==> src/rtl/uia_pkg.sv <==
package uia_pkg;
  // register byte offsets on the wishbone port, one aligned word each
  localparam logic [7:0] ADR_CTRL  = 8'h00;
  localparam logic [7:0] ADR_BAUD  = 8'h04;
  localparam logic [7:0] ADR_RXBUF = 8'h08;
  localparam logic [7:0] ADR_TXBUF = 8'h0c;
  localparam logic [7:0] ADR_ABCTL = 8'h10;
  localparam logic [7:0] ADR_IRCTL = 8'h14;
  localparam logic [7:0] ADR_IE    = 8'h18;
  localparam logic [7:0] ADR_IFG   = 8'h1c;
  localparam logic [7:0] ADR_IV    = 8'h20;
  localparam logic [7:0] ADR_STAT  = 8'h24;

  // control register fields
  localparam int CTL_SWRST = 0;
  localparam int CTL_BRK   = 1;
  localparam int CTL_7BIT  = 2;
  localparam int CTL_OS16  = 3;
  // autobaud control fields
  localparam int AB_DELIM_LSB = 4;
  localparam int AB_STOE      = 3;
  localparam int AB_BTOE      = 2;
  localparam int AB_EN        = 0;
  // infrared control fields
  localparam int IR_FL_LSB = 10;
  localparam int IR_RXPL   = 9;
  localparam int IR_FE     = 8;
  localparam int IR_PL_LSB = 2;
  localparam int IR_CLK    = 1;
  localparam int IR_EN     = 0;
  // interrupt flag and enable positions
  localparam int IFG_TXCPT = 3;
  localparam int IFG_STT   = 2;
  localparam int IFG_TX    = 1;
  localparam int IFG_RX    = 0;
  // status register fields
  localparam int ST_BUSY = 0;
  localparam int ST_FE   = 1;
  localparam int ST_OE   = 2;
  localparam int ST_ERR  = 3;

  // reset values and writable masks
  localparam logic [15:0] CTRL_RST  = 16'h0001;
  localparam logic [15:0] BAUD_RST  = 16'h0010;
  localparam logic [3:0]  IFG_RST   = 4'h2;
  localparam logic [15:0] CTRL_WMSK = 16'h000f;
  localparam logic [15:0] AB_WMSK   = 16'h003d;
  localparam logic [15:0] IE_WMSK   = 16'h000f;
  localparam logic [15:0] IV_NONE   = 16'h0000;

  // timing: break lengths in bit times, synch falls and shifts, pulse offsets in half periods
  localparam logic [20:0] BRK_TOUT_BITS = 21'd22;
  localparam logic [20:0] BRK_MIN_BITS  = 21'd11;
  localparam logic [4:0]  BRK_TX_BITS   = 5'd13;
  localparam logic [2:0]  SYNC_FALLS    = 3'd4;
  localparam int          SYNC_SHIFT    = 3;
  localparam int          OS_SHIFT      = 4;
  localparam logic [6:0]  FL_OFS        = 7'd4;
  localparam logic [6:0]  PL_OFS        = 7'd1;

  typedef enum logic [1:0] {TX_IDLE, TX_BREAK, TX_DELIM, TX_FRAME} uia_tx_state_e;
  typedef enum logic [2:0] {
    RX_IDLE, RX_START, RX_DATA, RX_STOP, AB_BREAK, AB_DELIM, AB_SYNC
  } uia_rx_state_e;

  // infrared codec settings carried as one bundle
  typedef struct packed {
    logic       en;
    logic       rx_pol;
    logic       filt_en;
    logic [5:0] filt_len;
    logic [5:0] tx_pl;
  } uia_ir_cfg_s;
endpackage

==> src/rtl/uia_irda.sv <==
module uia_irda (
  // system
  input  wire logic                 clk_i,
  input  wire logic                 rst_i,
  input  wire logic                 ce_i,
  // settings
  input  wire uia_pkg::uia_ir_cfg_s cfg_i,
  input  wire logic                 tick_i,
  input  wire logic [15:0]          bit_div_i,
  // transmit side
  input  wire logic                 tx_bit_start_i,
  input  wire logic                 tx_bit_i,
  output logic                      tx_light_o,
  // receive side
  input  wire logic                 rx_pin_i,
  output logic                      rx_line_o
);
  import uia_pkg::*;

  logic [5:0]  tx_left;
  logic [5:0]  flt_cnt;
  logic [15:0] stretch;
  logic        hit_prev;
  logic [6:0]  pl_half;
  logic [6:0]  fl_half;
  logic        light;
  logic        hit;

  // pulse lengths are in half periods of the pulse clock, rounded up to whole ticks
  assign pl_half = ({1'b0, cfg_i.tx_pl} + PL_OFS + 7'd1) >> 1;
  assign fl_half = ({1'b0, cfg_i.filt_len} + FL_OFS + 7'd1) >> 1;
  assign light   = rx_pin_i ^ cfg_i.rx_pol;
  assign hit     = light && (!cfg_i.filt_en || ({1'b0, flt_cnt} >= fl_half));

  // a zero bit becomes one short light pulse at the start of its bit
  always_ff @(posedge clk_i) begin
    if (rst_i || !cfg_i.en) begin
      tx_left <= 6'h00;
    end else if (ce_i) begin
      if (tx_bit_start_i && !tx_bit_i) begin
        tx_left <= pl_half[5:0];
      end else if (tick_i && tx_left != 6'h00) begin
        tx_left <= tx_left - 6'h01;
      end
    end
  end
  assign tx_light_o = (tx_left != 6'h00);

  // width of the current light pulse, counted in pulse clock ticks
  // the clear sits under the enable so a frozen block keeps its count
  always_ff @(posedge clk_i) begin
    if (rst_i) begin
      flt_cnt <= 6'h00;
    end else if (ce_i) begin
      if (!light) begin
        flt_cnt <= 6'h00;
      end else if (tick_i && flt_cnt != 6'h3f) begin
        flt_cnt <= flt_cnt + 6'h01;
      end
    end
  end

  // an accepted pulse is stretched into one low bit time for the receiver
  always_ff @(posedge clk_i) begin
    if (rst_i) begin
      hit_prev <= 1'b0;
      stretch  <= 16'h0000;
    end else if (ce_i) begin
      hit_prev <= hit;
      if (hit && !hit_prev) begin
        stretch <= bit_div_i;
      end else if (stretch != 16'h0000) begin
        stretch <= stretch - 16'h0001;
      end
    end
  end
  assign rx_line_o = (stretch == 16'h0000);
endmodule

==> src/rtl/uia_uart.sv <==
// Summary of operation
// - writing transmit data clears transmit-empty flag
// - seven-bit mode forces data bit seven zero
// - delimiter code gives one to four bits
// - overlong synch field sets synch timeout error
// - break over 22 bits sets break timeout
// - autobaud enable measures break/synch, updates divisor
// - filter rejects pulses below (length+4) half periods
// - polarity bit selects light pulse sense
// - receive filter used only when enabled
// - transmit pulse lasts (length+1) half periods
// - pulse clock oversample tick only when oversampling
// - infrared codec in path only when enabled
// - four interrupt enables, all reset zero
// - transmit complete when shifter done, buffer empty
// - start bit flag set on received start
// - transmit-empty set when buffer empty, resets one
// - receive flag set when character is buffered
// - vector codes by priority, receive highest
// - reading receive buffer clears errors and flag
module uia_uart (
  // system
  input  wire logic        clk_i,
  input  wire logic        rst_i,
  input  wire logic        ce_i,
  // wishbone slave
  input  wire logic        wb_cyc_i,
  input  wire logic        wb_stb_i,
  input  wire logic        wb_we_i,
  input  wire logic [7:0]  wb_adr_i,
  input  wire logic [3:0]  wb_sel_i,
  input  wire logic [31:0] wb_dat_i,
  output logic      [31:0] wb_dat_o,
  output logic             wb_ack_o,
  // serial line
  input  wire logic        serial_in_pin_i,
  output logic             serial_out_pin_o,
  // interrupt request
  output logic             irq_o
);
  import uia_pkg::*;

  logic [15:0]   ctrl;
  logic [15:0]   bit_div;
  logic [15:0]   ab_ctl;
  logic [15:0]   ir_ctl;
  logic [3:0]    int_en;
  logic [3:0]    flags;
  logic [7:0]    tx_buf;
  logic [7:0]    rx_buf;
  logic          tx_full;
  logic          fe;
  logic          oe;
  uia_tx_state_e tx_state;
  uia_rx_state_e rx_state;
  logic [15:0]   tx_cnt;
  logic [4:0]    tx_bits;
  logic [8:0]    tx_shift;
  logic          tx_line;
  logic          tx_bstart;
  logic [20:0]   rx_cnt;
  logic [3:0]    rx_bits;
  logic [7:0]    rx_shift;
  logic [2:0]    ab_falls;
  logic          rx_prev;
  logic [11:0]   os_cnt;
  logic          acc;
  logic          wr;
  logic          rd;
  logic [15:0]   wdat;
  logic [15:0]   rdat;
  logic          soft_rst;
  logic          seven;
  logic [15:0]   div_m1;
  logic          tx_bit_end;
  logic          tx_take;
  logic          brk_take;
  logic          tx_done_set;
  logic          rx_done;
  logic [7:0]    rx_data;
  logic          fe_set;
  logic          start_set;
  logic          btoe_set;
  logic          stoe_set;
  logic          ab_done;
  logic [15:0]   ab_div;
  logic          rx_line;
  logic          fall;
  logic [20:0]   brk_limit;
  logic [20:0]   brk_min;
  logic [20:0]   delim_need;
  logic [2:0]    iv_idx;
  logic [3:0]    iv_clr;
  logic          os_tick;
  logic          ir_tick;
  logic          ir_light;
  logic          ir_rx_line;
  uia_ir_cfg_s   ir_cfg;

  // byte-lane write merge, used by every writable register except the transmit buffer
  function automatic logic [15:0] merge(input logic [15:0] old, input logic [15:0] d,
                                        input logic [3:0] sel, input logic [15:0] msk);
    logic [15:0] m;
    m = {{8{sel[1]}}, {8{sel[0]}}} & msk;
    merge = (old & ~m) | (d & m);
  endfunction

  // highest-priority pending source, 0 when none, receive first
  function automatic logic [2:0] prio(input logic [3:0] pend);
    prio = 3'd0;
    for (int i = 3; i >= 0; i--) begin
      if (pend[i]) begin
        prio = 3'(i + 1);
      end
    end
  endfunction

  // bus decode: one wait state, ack for every address
  assign acc      = wb_cyc_i && wb_stb_i && !wb_ack_o;
  assign wr       = acc && wb_we_i;
  assign rd       = acc && !wb_we_i;
  assign wdat     = wb_dat_i[15:0];
  assign soft_rst = ctrl[CTL_SWRST];
  assign seven    = ctrl[CTL_7BIT];
  assign div_m1   = (bit_div == 16'h0000) ? 16'h0000 : bit_div - 16'h0001;
  assign iv_idx   = prio(flags & int_en);
  assign iv_clr   = (rd && wb_adr_i == ADR_IV && iv_idx != 3'd0) ? 4'(1 << (iv_idx - 3'd1)) : 4'h0;

  // read mux, registered into the data output with ack
  always_comb begin
    unique case (wb_adr_i)
      ADR_CTRL:  rdat = ctrl;
      ADR_BAUD:  rdat = bit_div;
      ADR_RXBUF: rdat = {8'h00, rx_buf};
      ADR_TXBUF: rdat = {8'h00, tx_buf};
      ADR_ABCTL: rdat = ab_ctl;
      ADR_IRCTL: rdat = ir_ctl;
      ADR_IE:    rdat = {12'h000, int_en};
      ADR_IFG:   rdat = {12'h000, flags};
      ADR_IV:    rdat = (iv_idx == 3'd0) ? IV_NONE : {12'h000, iv_idx, 1'b0};
      ADR_STAT:  rdat = {12'h000, fe | oe, oe, fe,
                         (tx_state != TX_IDLE) || (rx_state != RX_IDLE)};
      default:   rdat = 16'h0000;
    endcase
  end

  always_ff @(posedge clk_i) begin
    if (rst_i) begin
      wb_ack_o <= 1'b0;
      wb_dat_o <= 32'h0000_0000;
    end else if (ce_i) begin
      wb_ack_o <= acc;
      if (rd) begin
        wb_dat_o <= {16'h0000, rdat};
      end
    end
  end

  // control and divisor; autobaud result overrides the divisor
  always_ff @(posedge clk_i) begin
    if (rst_i) begin
      ctrl    <= CTRL_RST;
      bit_div <= BAUD_RST;
    end else if (ce_i) begin
      if (wr && wb_adr_i == ADR_CTRL) begin
        ctrl <= merge(ctrl, wdat, wb_sel_i, CTRL_WMSK);
      end else if (brk_take) begin
        ctrl[CTL_BRK] <= 1'b0;
      end
      if (ab_done) begin
        bit_div <= ab_div;
      end else if (wr && wb_adr_i == ADR_BAUD) begin
        bit_div <= merge(bit_div, wdat, wb_sel_i, 16'hffff);
      end
    end
  end

  // autobaud and infrared settings; error bits set by hardware win over writes
  always_ff @(posedge clk_i) begin
    if (rst_i) begin
      ab_ctl <= 16'h0000;
      ir_ctl <= 16'h0000;
    end else if (ce_i) begin
      if (wr && wb_adr_i == ADR_ABCTL) begin
        ab_ctl <= merge(ab_ctl, wdat, wb_sel_i, AB_WMSK);
      end
      if (stoe_set) begin
        ab_ctl[AB_STOE] <= 1'b1;
      end
      if (btoe_set) begin
        ab_ctl[AB_BTOE] <= 1'b1;
      end
      if (wr && wb_adr_i == ADR_IRCTL) begin
        ir_ctl <= merge(ir_ctl, wdat, wb_sel_i, 16'hffff);
      end
    end
  end

  // interrupt enables; soft reset drops receive and transmit enables
  always_ff @(posedge clk_i) begin
    if (rst_i) begin
      int_en <= 4'h0;
    end else if (ce_i) begin
      if (wr && wb_adr_i == ADR_IE) begin
        int_en <= 4'(merge({12'h000, int_en}, wdat, wb_sel_i, IE_WMSK));
      end
      if (soft_rst) begin
        int_en[IFG_RX] <= 1'b0;
        int_en[IFG_TX] <= 1'b0;
      end
    end
  end

  // flags: software write or clear first, then hardware sets on top
  always_ff @(posedge clk_i) begin
    if (rst_i) begin
      flags <= IFG_RST;
    end else if (ce_i) begin
      logic [3:0] nf;
      nf = flags & ~iv_clr;
      if (wr && wb_adr_i == ADR_IFG) begin
        nf = 4'(merge({12'h000, flags}, wdat, wb_sel_i, IE_WMSK));
      end
      if (rd && wb_adr_i == ADR_RXBUF) begin
        nf[IFG_RX] = 1'b0;
      end
      if (wr && wb_adr_i == ADR_TXBUF) begin
        nf[IFG_TX] = 1'b0;
      end
      nf[IFG_RX]    = nf[IFG_RX] | rx_done;
      nf[IFG_STT]   = nf[IFG_STT] | start_set;
      nf[IFG_TX]    = nf[IFG_TX] | tx_take;
      nf[IFG_TXCPT] = nf[IFG_TXCPT] | tx_done_set;
      if (soft_rst) begin
        nf[IFG_RX] = 1'b0;
        nf[IFG_TX] = 1'b1;
      end
      flags <= nf;
    end
  end

  // transmit buffer; top bit dropped in seven-bit mode
  always_ff @(posedge clk_i) begin
    if (rst_i) begin
      tx_buf  <= 8'h00;
      tx_full <= 1'b0;
    end else if (ce_i) begin
      if (wr && wb_adr_i == ADR_TXBUF && wb_sel_i[0]) begin
        tx_buf <= {wdat[7] & !seven, wdat[6:0]};
      end
      tx_full <= !soft_rst && ((wr && wb_adr_i == ADR_TXBUF && wb_sel_i[0]) ||
                               (tx_full && !tx_take));
    end
  end

  // receive buffer and errors; a read clears errors unless a new one lands
  always_ff @(posedge clk_i) begin
    if (rst_i) begin
      rx_buf <= 8'h00;
      fe     <= 1'b0;
      oe     <= 1'b0;
    end else if (ce_i) begin
      if (rx_done) begin
        rx_buf <= rx_data;
      end
      if (soft_rst) begin
        fe <= 1'b0;
        oe <= 1'b0;
      end else begin
        fe <= (fe && !(rd && wb_adr_i == ADR_RXBUF)) || fe_set;
        oe <= (oe && !(rd && wb_adr_i == ADR_RXBUF)) || (rx_done && flags[IFG_RX]);
      end
    end
  end

  // transmitter hand-off strobes
  assign tx_bit_end  = (tx_cnt == div_m1);
  assign brk_take    = (tx_state == TX_IDLE) && tx_full && ctrl[CTL_BRK] && !soft_rst;
  assign tx_take     = !soft_rst && tx_full &&
                       (((tx_state == TX_IDLE) && !ctrl[CTL_BRK]) ||
                        ((tx_state == TX_DELIM) && tx_bit_end && tx_bits == 5'd0));
  assign tx_done_set = !soft_rst && (tx_state == TX_FRAME) && tx_bit_end &&
                       (tx_bits == 5'd0) && !tx_full;

  // transmit shifter: optional break and delimiter, then start, data lsb first, stop
  always_ff @(posedge clk_i) begin
    if (rst_i) begin
      tx_state  <= TX_IDLE;
      tx_cnt    <= 16'h0000;
      tx_bits   <= 5'd0;
      tx_shift  <= 9'h1ff;
      tx_line   <= 1'b1;
      tx_bstart <= 1'b0;
    end else if (ce_i) begin
      tx_bstart <= 1'b0;
      tx_cnt    <= tx_bit_end ? 16'h0000 : tx_cnt + 16'h0001;
      if (soft_rst) begin
        tx_state <= TX_IDLE;
        tx_line  <= 1'b1;
      end else if (tx_take) begin
        tx_state  <= TX_FRAME;
        tx_cnt    <= 16'h0000;
        tx_shift  <= {1'b1, tx_buf[7] | seven, tx_buf[6:0]};
        tx_bits   <= seven ? 5'd8 : 5'd9;
        tx_line   <= 1'b0;
        tx_bstart <= 1'b1;
      end else begin
        unique case (tx_state)
          TX_IDLE: begin
            tx_cnt <= 16'h0000;
            if (brk_take) begin
              tx_state  <= TX_BREAK;
              tx_bits   <= BRK_TX_BITS - 5'd1;
              tx_line   <= 1'b0;
              tx_bstart <= 1'b1;
            end
          end
          TX_BREAK: begin
            if (tx_bit_end) begin
              tx_bstart <= 1'b1;
              tx_bits   <= tx_bits - 5'd1;
              if (tx_bits == 5'd0) begin
                tx_state <= TX_DELIM;
                tx_line  <= 1'b1;
                tx_bits  <= {3'b000, ab_ctl[AB_DELIM_LSB +: 2]};
              end
            end
          end
          TX_DELIM: begin
            if (tx_bit_end) begin
              tx_bits <= tx_bits - 5'd1;
            end
          end
          TX_FRAME: begin
            if (tx_bit_end) begin
              if (tx_bits == 5'd0) begin
                tx_state <= TX_IDLE;
              end else begin
                tx_line   <= tx_shift[0];
                tx_shift  <= {1'b1, tx_shift[8:1]};
                tx_bits   <= tx_bits - 5'd1;
                tx_bstart <= 1'b1;
              end
            end
          end
        endcase
      end
    end
  end

  // receiver and autobaud measurement
  assign rx_line    = ir_ctl[IR_EN] ? ir_rx_line : serial_in_pin_i;
  assign fall       = rx_prev && !rx_line;
  assign brk_limit  = 21'(bit_div) * BRK_TOUT_BITS;
  assign brk_min    = 21'(bit_div) * BRK_MIN_BITS;
  assign delim_need = 21'(bit_div) * ({19'h00000, ab_ctl[AB_DELIM_LSB +: 2]} + 21'd1);
  assign rx_data    = (rx_state == AB_SYNC) ? 8'h55 :
                      (seven ? {1'b0, rx_shift[7:1]} : rx_shift);
  // the count stands one short at the closing fall, so one is added back
  assign ab_div     = 16'((rx_cnt + 21'd1) >> SYNC_SHIFT);

  always_comb begin
    rx_done   = 1'b0;
    fe_set    = 1'b0;
    start_set = 1'b0;
    btoe_set  = 1'b0;
    stoe_set  = 1'b0;
    ab_done   = 1'b0;
    if (!soft_rst) begin
      unique case (rx_state)
        RX_START: start_set = (rx_cnt == 21'(bit_div >> 1)) && !rx_line;
        RX_STOP: begin
          rx_done = (rx_cnt == 21'(div_m1));
          fe_set  = rx_done && !rx_line;
        end
        AB_BREAK: btoe_set = (rx_cnt == brk_limit);
        AB_SYNC: begin
          stoe_set = (rx_cnt[20:19] != 2'b00);
          ab_done  = !stoe_set && fall && (ab_falls == SYNC_FALLS - 3'd1);
          rx_done  = ab_done;
        end
        default: rx_done = 1'b0;
      endcase
    end
  end

  always_ff @(posedge clk_i) begin
    if (rst_i) begin
      rx_state <= RX_IDLE;
      rx_cnt   <= 21'd0;
      rx_bits  <= 4'd0;
      rx_shift <= 8'h00;
      ab_falls <= 3'd0;
      rx_prev  <= 1'b1;
    end else if (ce_i) begin
      rx_prev <= rx_line;
      rx_cnt  <= rx_cnt + 21'd1;
      if (soft_rst) begin
        rx_state <= RX_IDLE;
      end else begin
        unique case (rx_state)
          RX_IDLE: begin
            rx_cnt <= 21'd0;
            if (fall) begin
              rx_state <= ab_ctl[AB_EN] ? AB_BREAK : RX_START;
            end
          end
          RX_START: begin
            if (rx_cnt == 21'(bit_div >> 1)) begin
              rx_state <= rx_line ? RX_IDLE : RX_DATA;
              rx_cnt   <= 21'd0;
              rx_bits  <= seven ? 4'd6 : 4'd7;
            end
          end
          RX_DATA: begin
            if (rx_cnt == 21'(div_m1)) begin
              rx_cnt   <= 21'd0;
              rx_shift <= {rx_line, rx_shift[7:1]};
              rx_bits  <= rx_bits - 4'd1;
              if (rx_bits == 4'd0) begin
                rx_state <= RX_STOP;
              end
            end
          end
          RX_STOP: begin
            if (rx_done) begin
              rx_state <= RX_IDLE;
            end
          end
          AB_BREAK: begin
            if (btoe_set) begin
              rx_state <= RX_IDLE;
            end else if (rx_line) begin
              rx_state <= (rx_cnt < brk_min) ? RX_IDLE : AB_DELIM;
              rx_cnt   <= 21'd0;
            end
          end
          AB_DELIM: begin
            if (fall) begin
              rx_state <= (rx_cnt >= delim_need) ? AB_SYNC : RX_IDLE;
              rx_cnt   <= 21'd0;
              ab_falls <= 3'd0;
            end
          end
          AB_SYNC: begin
            if (stoe_set || ab_done) begin
              rx_state <= RX_IDLE;
            end else if (fall) begin
              ab_falls <= ab_falls + 3'd1;
            end
          end
          default: rx_state <= RX_IDLE;
        endcase
      end
    end
  end

  // oversampled bit tick, used as infrared pulse clock when selected and oversampling is on
  assign os_tick = (os_cnt == 12'h000);
  assign ir_tick = (ir_ctl[IR_CLK] && ctrl[CTL_OS16]) ? os_tick : 1'b1;

  always_ff @(posedge clk_i) begin
    if (rst_i) begin
      os_cnt <= 12'h000;
    end else if (ce_i) begin
      if (os_tick) begin
        os_cnt <= (bit_div[15:OS_SHIFT] == 12'h000) ? 12'h000 : bit_div[15:OS_SHIFT] - 12'h001;
      end else begin
        os_cnt <= os_cnt - 12'h001;
      end
    end
  end

  assign ir_cfg = '{en: ir_ctl[IR_EN], rx_pol: ir_ctl[IR_RXPL], filt_en: ir_ctl[IR_FE],
                    filt_len: ir_ctl[IR_FL_LSB +: 6], tx_pl: ir_ctl[IR_PL_LSB +: 6]};

  uia_irda u_irda (
    .clk_i          (clk_i),
    .rst_i          (rst_i),
    .ce_i           (ce_i),
    .cfg_i          (ir_cfg),
    .tick_i         (ir_tick),
    .bit_div_i      (bit_div),
    .tx_bit_start_i (tx_bstart),
    .tx_bit_i       (tx_line),
    .tx_light_o     (ir_light),
    .rx_pin_i       (serial_in_pin_i),
    .rx_line_o      (ir_rx_line)
  );

  // registered pin and request; codec output only when the codec is enabled
  always_ff @(posedge clk_i) begin
    if (rst_i) begin
      serial_out_pin_o <= 1'b1;
      irq_o            <= 1'b0;
    end else if (ce_i) begin
      serial_out_pin_o <= ir_ctl[IR_EN] ? ir_light : tx_line;
      irq_o            <= |(flags & int_en);
    end
  end
endmodule

==> config.mk <==
export PLATFORM = sky130hd
export DESIGN_NAME = uia_uart
export DESIGN_NICKNAME = d
export VERILOG_FILES = /design/src/rtl/uia_pkg.sv /design/src/rtl/uia_irda.sv /design/src/rtl/uia_uart.sv
export SDC_FILE = /design/constraint.sdc
export NUM_CORES = 1
export LEC_CHECK = 0
export BUFFER_PORTS_ARGS = -buffer_cell sky130_fd_sc_hd__buf_2
export CAP_MARGIN = 0
export CORE_UTILIZATION = 65
export CTS_CLUSTER_DIAMETER = 80
export DETAILED_ROUTE_END_ITERATION = 16
export PLACE_DENSITY_LB_ADDON = 0.1
export SYNTH_ARGS = -nofsm -noshare
export SYNTH_HDL_FRONTEND = slang
export SYNTH_SLANG_ARGS = --single-unit
==> constraint.sdc <==
create_clock -name clk_i -period 17.2 [get_ports clk_i]
set_clock_uncertainty 0.05 [all_clocks]
set_input_delay 4.3 -clock clk_i [delete_from_list [all_inputs] [get_ports clk_i]]
set_output_delay 4.3 -clock clk_i [all_outputs]
set_load 0.01 [all_outputs]
==> impl_metrics.csv <==
group,metric,value,unit
logic_synthesis,synth-edff-count,0,
timing,hold_violations,0,
logic_synthesis,synth.avg_cell_area,7.66,µm²
clocking,clock_latency,0.51,ns
clocking,path_clk_slew,0.06,ns
clocking,cts_tree,"done",
logic_synthesis,synth_seq_cells,201,
clocking,root_buffer,"clkbuf_16",
hold_path,hp-class,"reg -> reg",
final_layout,areaGrowthSynthToFinish,6.75,%
critical_path,path_class,"reg -> reg",
critical_path,worst-r2r-setup-slack,10.25,ns
timing,relSlewSlack,0.274,
flow_run,maxCapViolations,0,
logic_synthesis,ys_types,88,
global_routing,antenna_found_initial,1,
timing,tightest_slew,1.08,ns
logic_synthesis,yosysWarnings,0,
place,io_buffer_count,51,
critical_path,endpoint_kind,"register",
run_status,status,"completed",
critical_path,crit_arrival,7.30,ns
final_layout,antenna_cells,0,
power,powerDensity,68.3,mW/mm²
die,die_y,163,µm
clocking,cts_made_buffers,23,
critical_path,r2r_cells,27,
drt,antenna_left,0,
critical_path,cp_max_fo,16,
power,ir_drop,0.0967,mV
drt,dr.pass1.iters,7,
drt,drt_iter0_drc,2073,
place,hpwl,37000,µm
drt,totalWireLength,52200,µm
critical_path,timing.rr.end,"rx_state[2]$_SDFFE_PP0P_",
clocking,clk_path_buf_depth,3,
final_layout,layout-drive-gt1-share,0.0779,
logic_synthesis,seq_area_frac_synth,0.238,
logic_synthesis,ys_dominant_reg_cell,"dfxtp_1",
clocking,ctsHtreeMaxLevel,1,
timing,rsz0062_at_grt,"no",
die,die_area,0.0266,mm²
timing,drv_slew,0,
timing,tns,0,ns
drt,vias_per_cell,6.73,
logic_synthesis,syn_area,0.0169,mm²
global_routing,grt_pass1_wl,82300,µm
timing,fin_crit_sh,0.404,
final_layout,nets,2369,
clocking,cts.sinks,201,
global_routing,grt_pass1_vias,15480,
timing,final-setup-viol-count,0,
power,p_leak,7.16,nW
clocking,cts_resized,0,
critical_path,cp.required,17.55,ns
global_routing,grt_max_degree,68,
place,place_congestion,0.968,
clocking,cts_hold_buf,0,
die,dieWidth,163,µm
die,initial_utilization,0.666,
timing,layout_min_cycle_time,6.95,ns
drt,drc,0,
die,io_pins,86,
drt,wl_per_cell,20.8,µm
drt,vias,16909,
die,coreArea,0.0253,mm²
global_routing,grt_usage,0.387,
place,dpl_cell_area,0.0172,mm²
global_routing,overflow,0,
critical_path,critPathLaunchType,"register",
timing,fmax,144,MHz
clocking,cts_setup_buffers,0,
critical_path,crit_path_end,"rx_state[2]$_SDFFE_PP0P_",
die,core.rowCount,58,
final_layout,fin_area,0.0180,mm²
logic_synthesis,synth_async_sr_flop_share,0,
logic_synthesis,synth_cells,2203,
-- synth_stat cells, drive strengths merged, types with 9 or more instances --
cell type  instances  area share
a22oi             30       0.014
xor2              68       0.035
nor4              26       0.011
a31oi             25      0.0093
clkbuf           123       0.027
dfxtp            201        0.24
inv               89       0.020
or3               30       0.011
buf               37       0.014
nor3              69       0.021
mux2i             60       0.036
or2                9      0.0033
nand2            205       0.046
and3              37       0.014
nor2             239       0.053
o211ai            19      0.0085
xnor2             53       0.028
a21oi            143       0.042
mux2              18       0.012
a211oi            26       0.012
and2              20      0.0074
nand4             30       0.011
a221oi            19      0.0099
a21o              24       0.011
a311oi            13      0.0067
nor2b             22      0.0082
nand2b            38       0.014
fa                28       0.033
nand3b            11      0.0049
or3b              15      0.0078
o21ai            125       0.037
o21a              14      0.0062
ha               121       0.090
nand3             86       0.026
a21boi            11      0.0049
-- logic make-up after synthesis --
logic type	count (synthesis)	synth area share
xor+xnor	128	0.0723
fa+ha+maj	149	0.123
other cells	1	0.000222
mux	78	0.0476
buf+inv	249	0.0610
flops	201	0.238
compound gates	527	0.202
simple gates	870	0.255
-- worst max-delay path, cell delays in order (launching register included) --
cell	delay [ns]
dfxtp_1	0.55
ha_1	0.66
nand2_1	0.17
fa_1	0.58
inv_1	0.04
ha_1	0.20
inv_1	0.07
fa_1	0.21
nor2b_1	0.06
o21ai_0	0.21
a21boi_0	0.12
o21ai_0	0.15
nand2b_1	0.11
a21o_1	0.20
a41o_1	0.25
o41ai_1	0.44
o21ai_0	0.26
xnor2_1	0.18
ha_1	0.30
nand4_1	0.14
or3_1	0.13
o211ai_1	0.08
a221oi_1	0.48
o21ai_0	0.28
a22oi_1	0.27
nor4b_1	0.28
nor3b_1	0.10
mux2_2	0.26
-- where the power goes --
group	internal [mW]	leakage [nW]	switching, mW
Clock	0.330	0.402	0.202
Sequential	0.485	1.63	0.0200
Combinational	0.0705	5.13	0.124
-- how the worst min path moves through the flow --
| stage | start | endpoint | depth (start not counted) |
|---|---|---|---|
| finish | fe$_SDFFE_PP0P_ | fe$_SDFFE_PP0P_ | 2 |
| floorplan | os_cnt[8]$_SDFFE_PP0P_ | os_cnt[8]$_SDFFE_PP0P_ | 2 |
| CTS | os_cnt[8]$_SDFFE_PP0P_ | os_cnt[8]$_SDFFE_PP0P_ | 2 |
| detailed placement | os_cnt[8]$_SDFFE_PP0P_ | os_cnt[8]$_SDFFE_PP0P_ | 2 |
| global placement | ab_falls[2]$_SDFFE_PP0P_ | ab_falls[2]$_SDFFE_PP0P_ | 2 |
| global route | os_cnt[8]$_SDFFE_PP0P_ | os_cnt[8]$_SDFFE_PP0P_ | 2 |
-- stage by stage --
stage	hold slack, ns	worst slack (ns)	util	cells	total power, mW
2_1_floorplan	0.382	10.72	-	2218	0.653
6_report	0.411	10.25	0.711	2513	1.23
4_1_cts	0.403	10.40	0.711	2513	1.22
5_1_grt	0.420	9.88	0.711	2513	1.27
3_3_place_gp	0.390	10.00	0.679	2474	0.694
3_5_place_dp	0.397	9.96	0.679	2474	0.702
-- layer usage --
metal / up-vias / track usage / share of wire
li1: 7802 / - / -
met1: 7963 / 0.519 / 0.41
met2: 950 / 0.616 / 0.44
met3: 194 / 0.0584 / 0.096
met4: 0 / 0.171 / 0.049
met5: - / 0 / 0
-- final cells by class --
class / count / area (µm²)
Multi-Input combinational cell: 1768 / 11900
Fill cell: 2044 / 7310
Sequential cell: 201 / 4020
Clock buffer: 31 / 666
Timing Repair Buffer: 86 / 520
Tap cell: 330 / 413
Inverter: 89 / 334
Clock inverter: 8 / 148
-- layout by cell type, fill, tap and decap left out, types with 13 or more instances in the layout --
master | Yosys | routed
nor2_1 | 238 | 238
o21a_1 | 14 | 14
nor4_1 | 24 | 22
clkbuf_16 | 0 | 23
conb_1 | 1 | 16
nor2b_1 | 22 | 22
a21oi_1 | 143 | 143
xnor2_1 | 53 | 53
nand3_1 | 86 | 86
buf_4 | 16 | 36
buf_2 | 9 | 50
a311oi_1 | 13 | 13
o211ai_1 | 19 | 19
nand2b_1 | 38 | 38
nand4_1 | 30 | 30
inv_1 | 89 | 89
and3_1 | 37 | 37
xor2_1 | 68 | 68
fa_1 | 28 | 28
or3_1 | 30 | 30
a22oi_1 | 29 | 29
mux2_2 | 18 | 18
dfxtp_1 | 201 | 201
a31oi_1 | 25 | 25
nor3_1 | 68 | 66
o21ai_0 | 117 | 117
mux2i_1 | 60 | 60
and2_1 | 20 | 20
a221oi_1 | 19 | 19
nand2_1 | 205 | 205
a211oi_1 | 26 | 26
ha_1 | 121 | 121
a21o_1 | 24 | 24
Power figures use the tool's default switching activity.
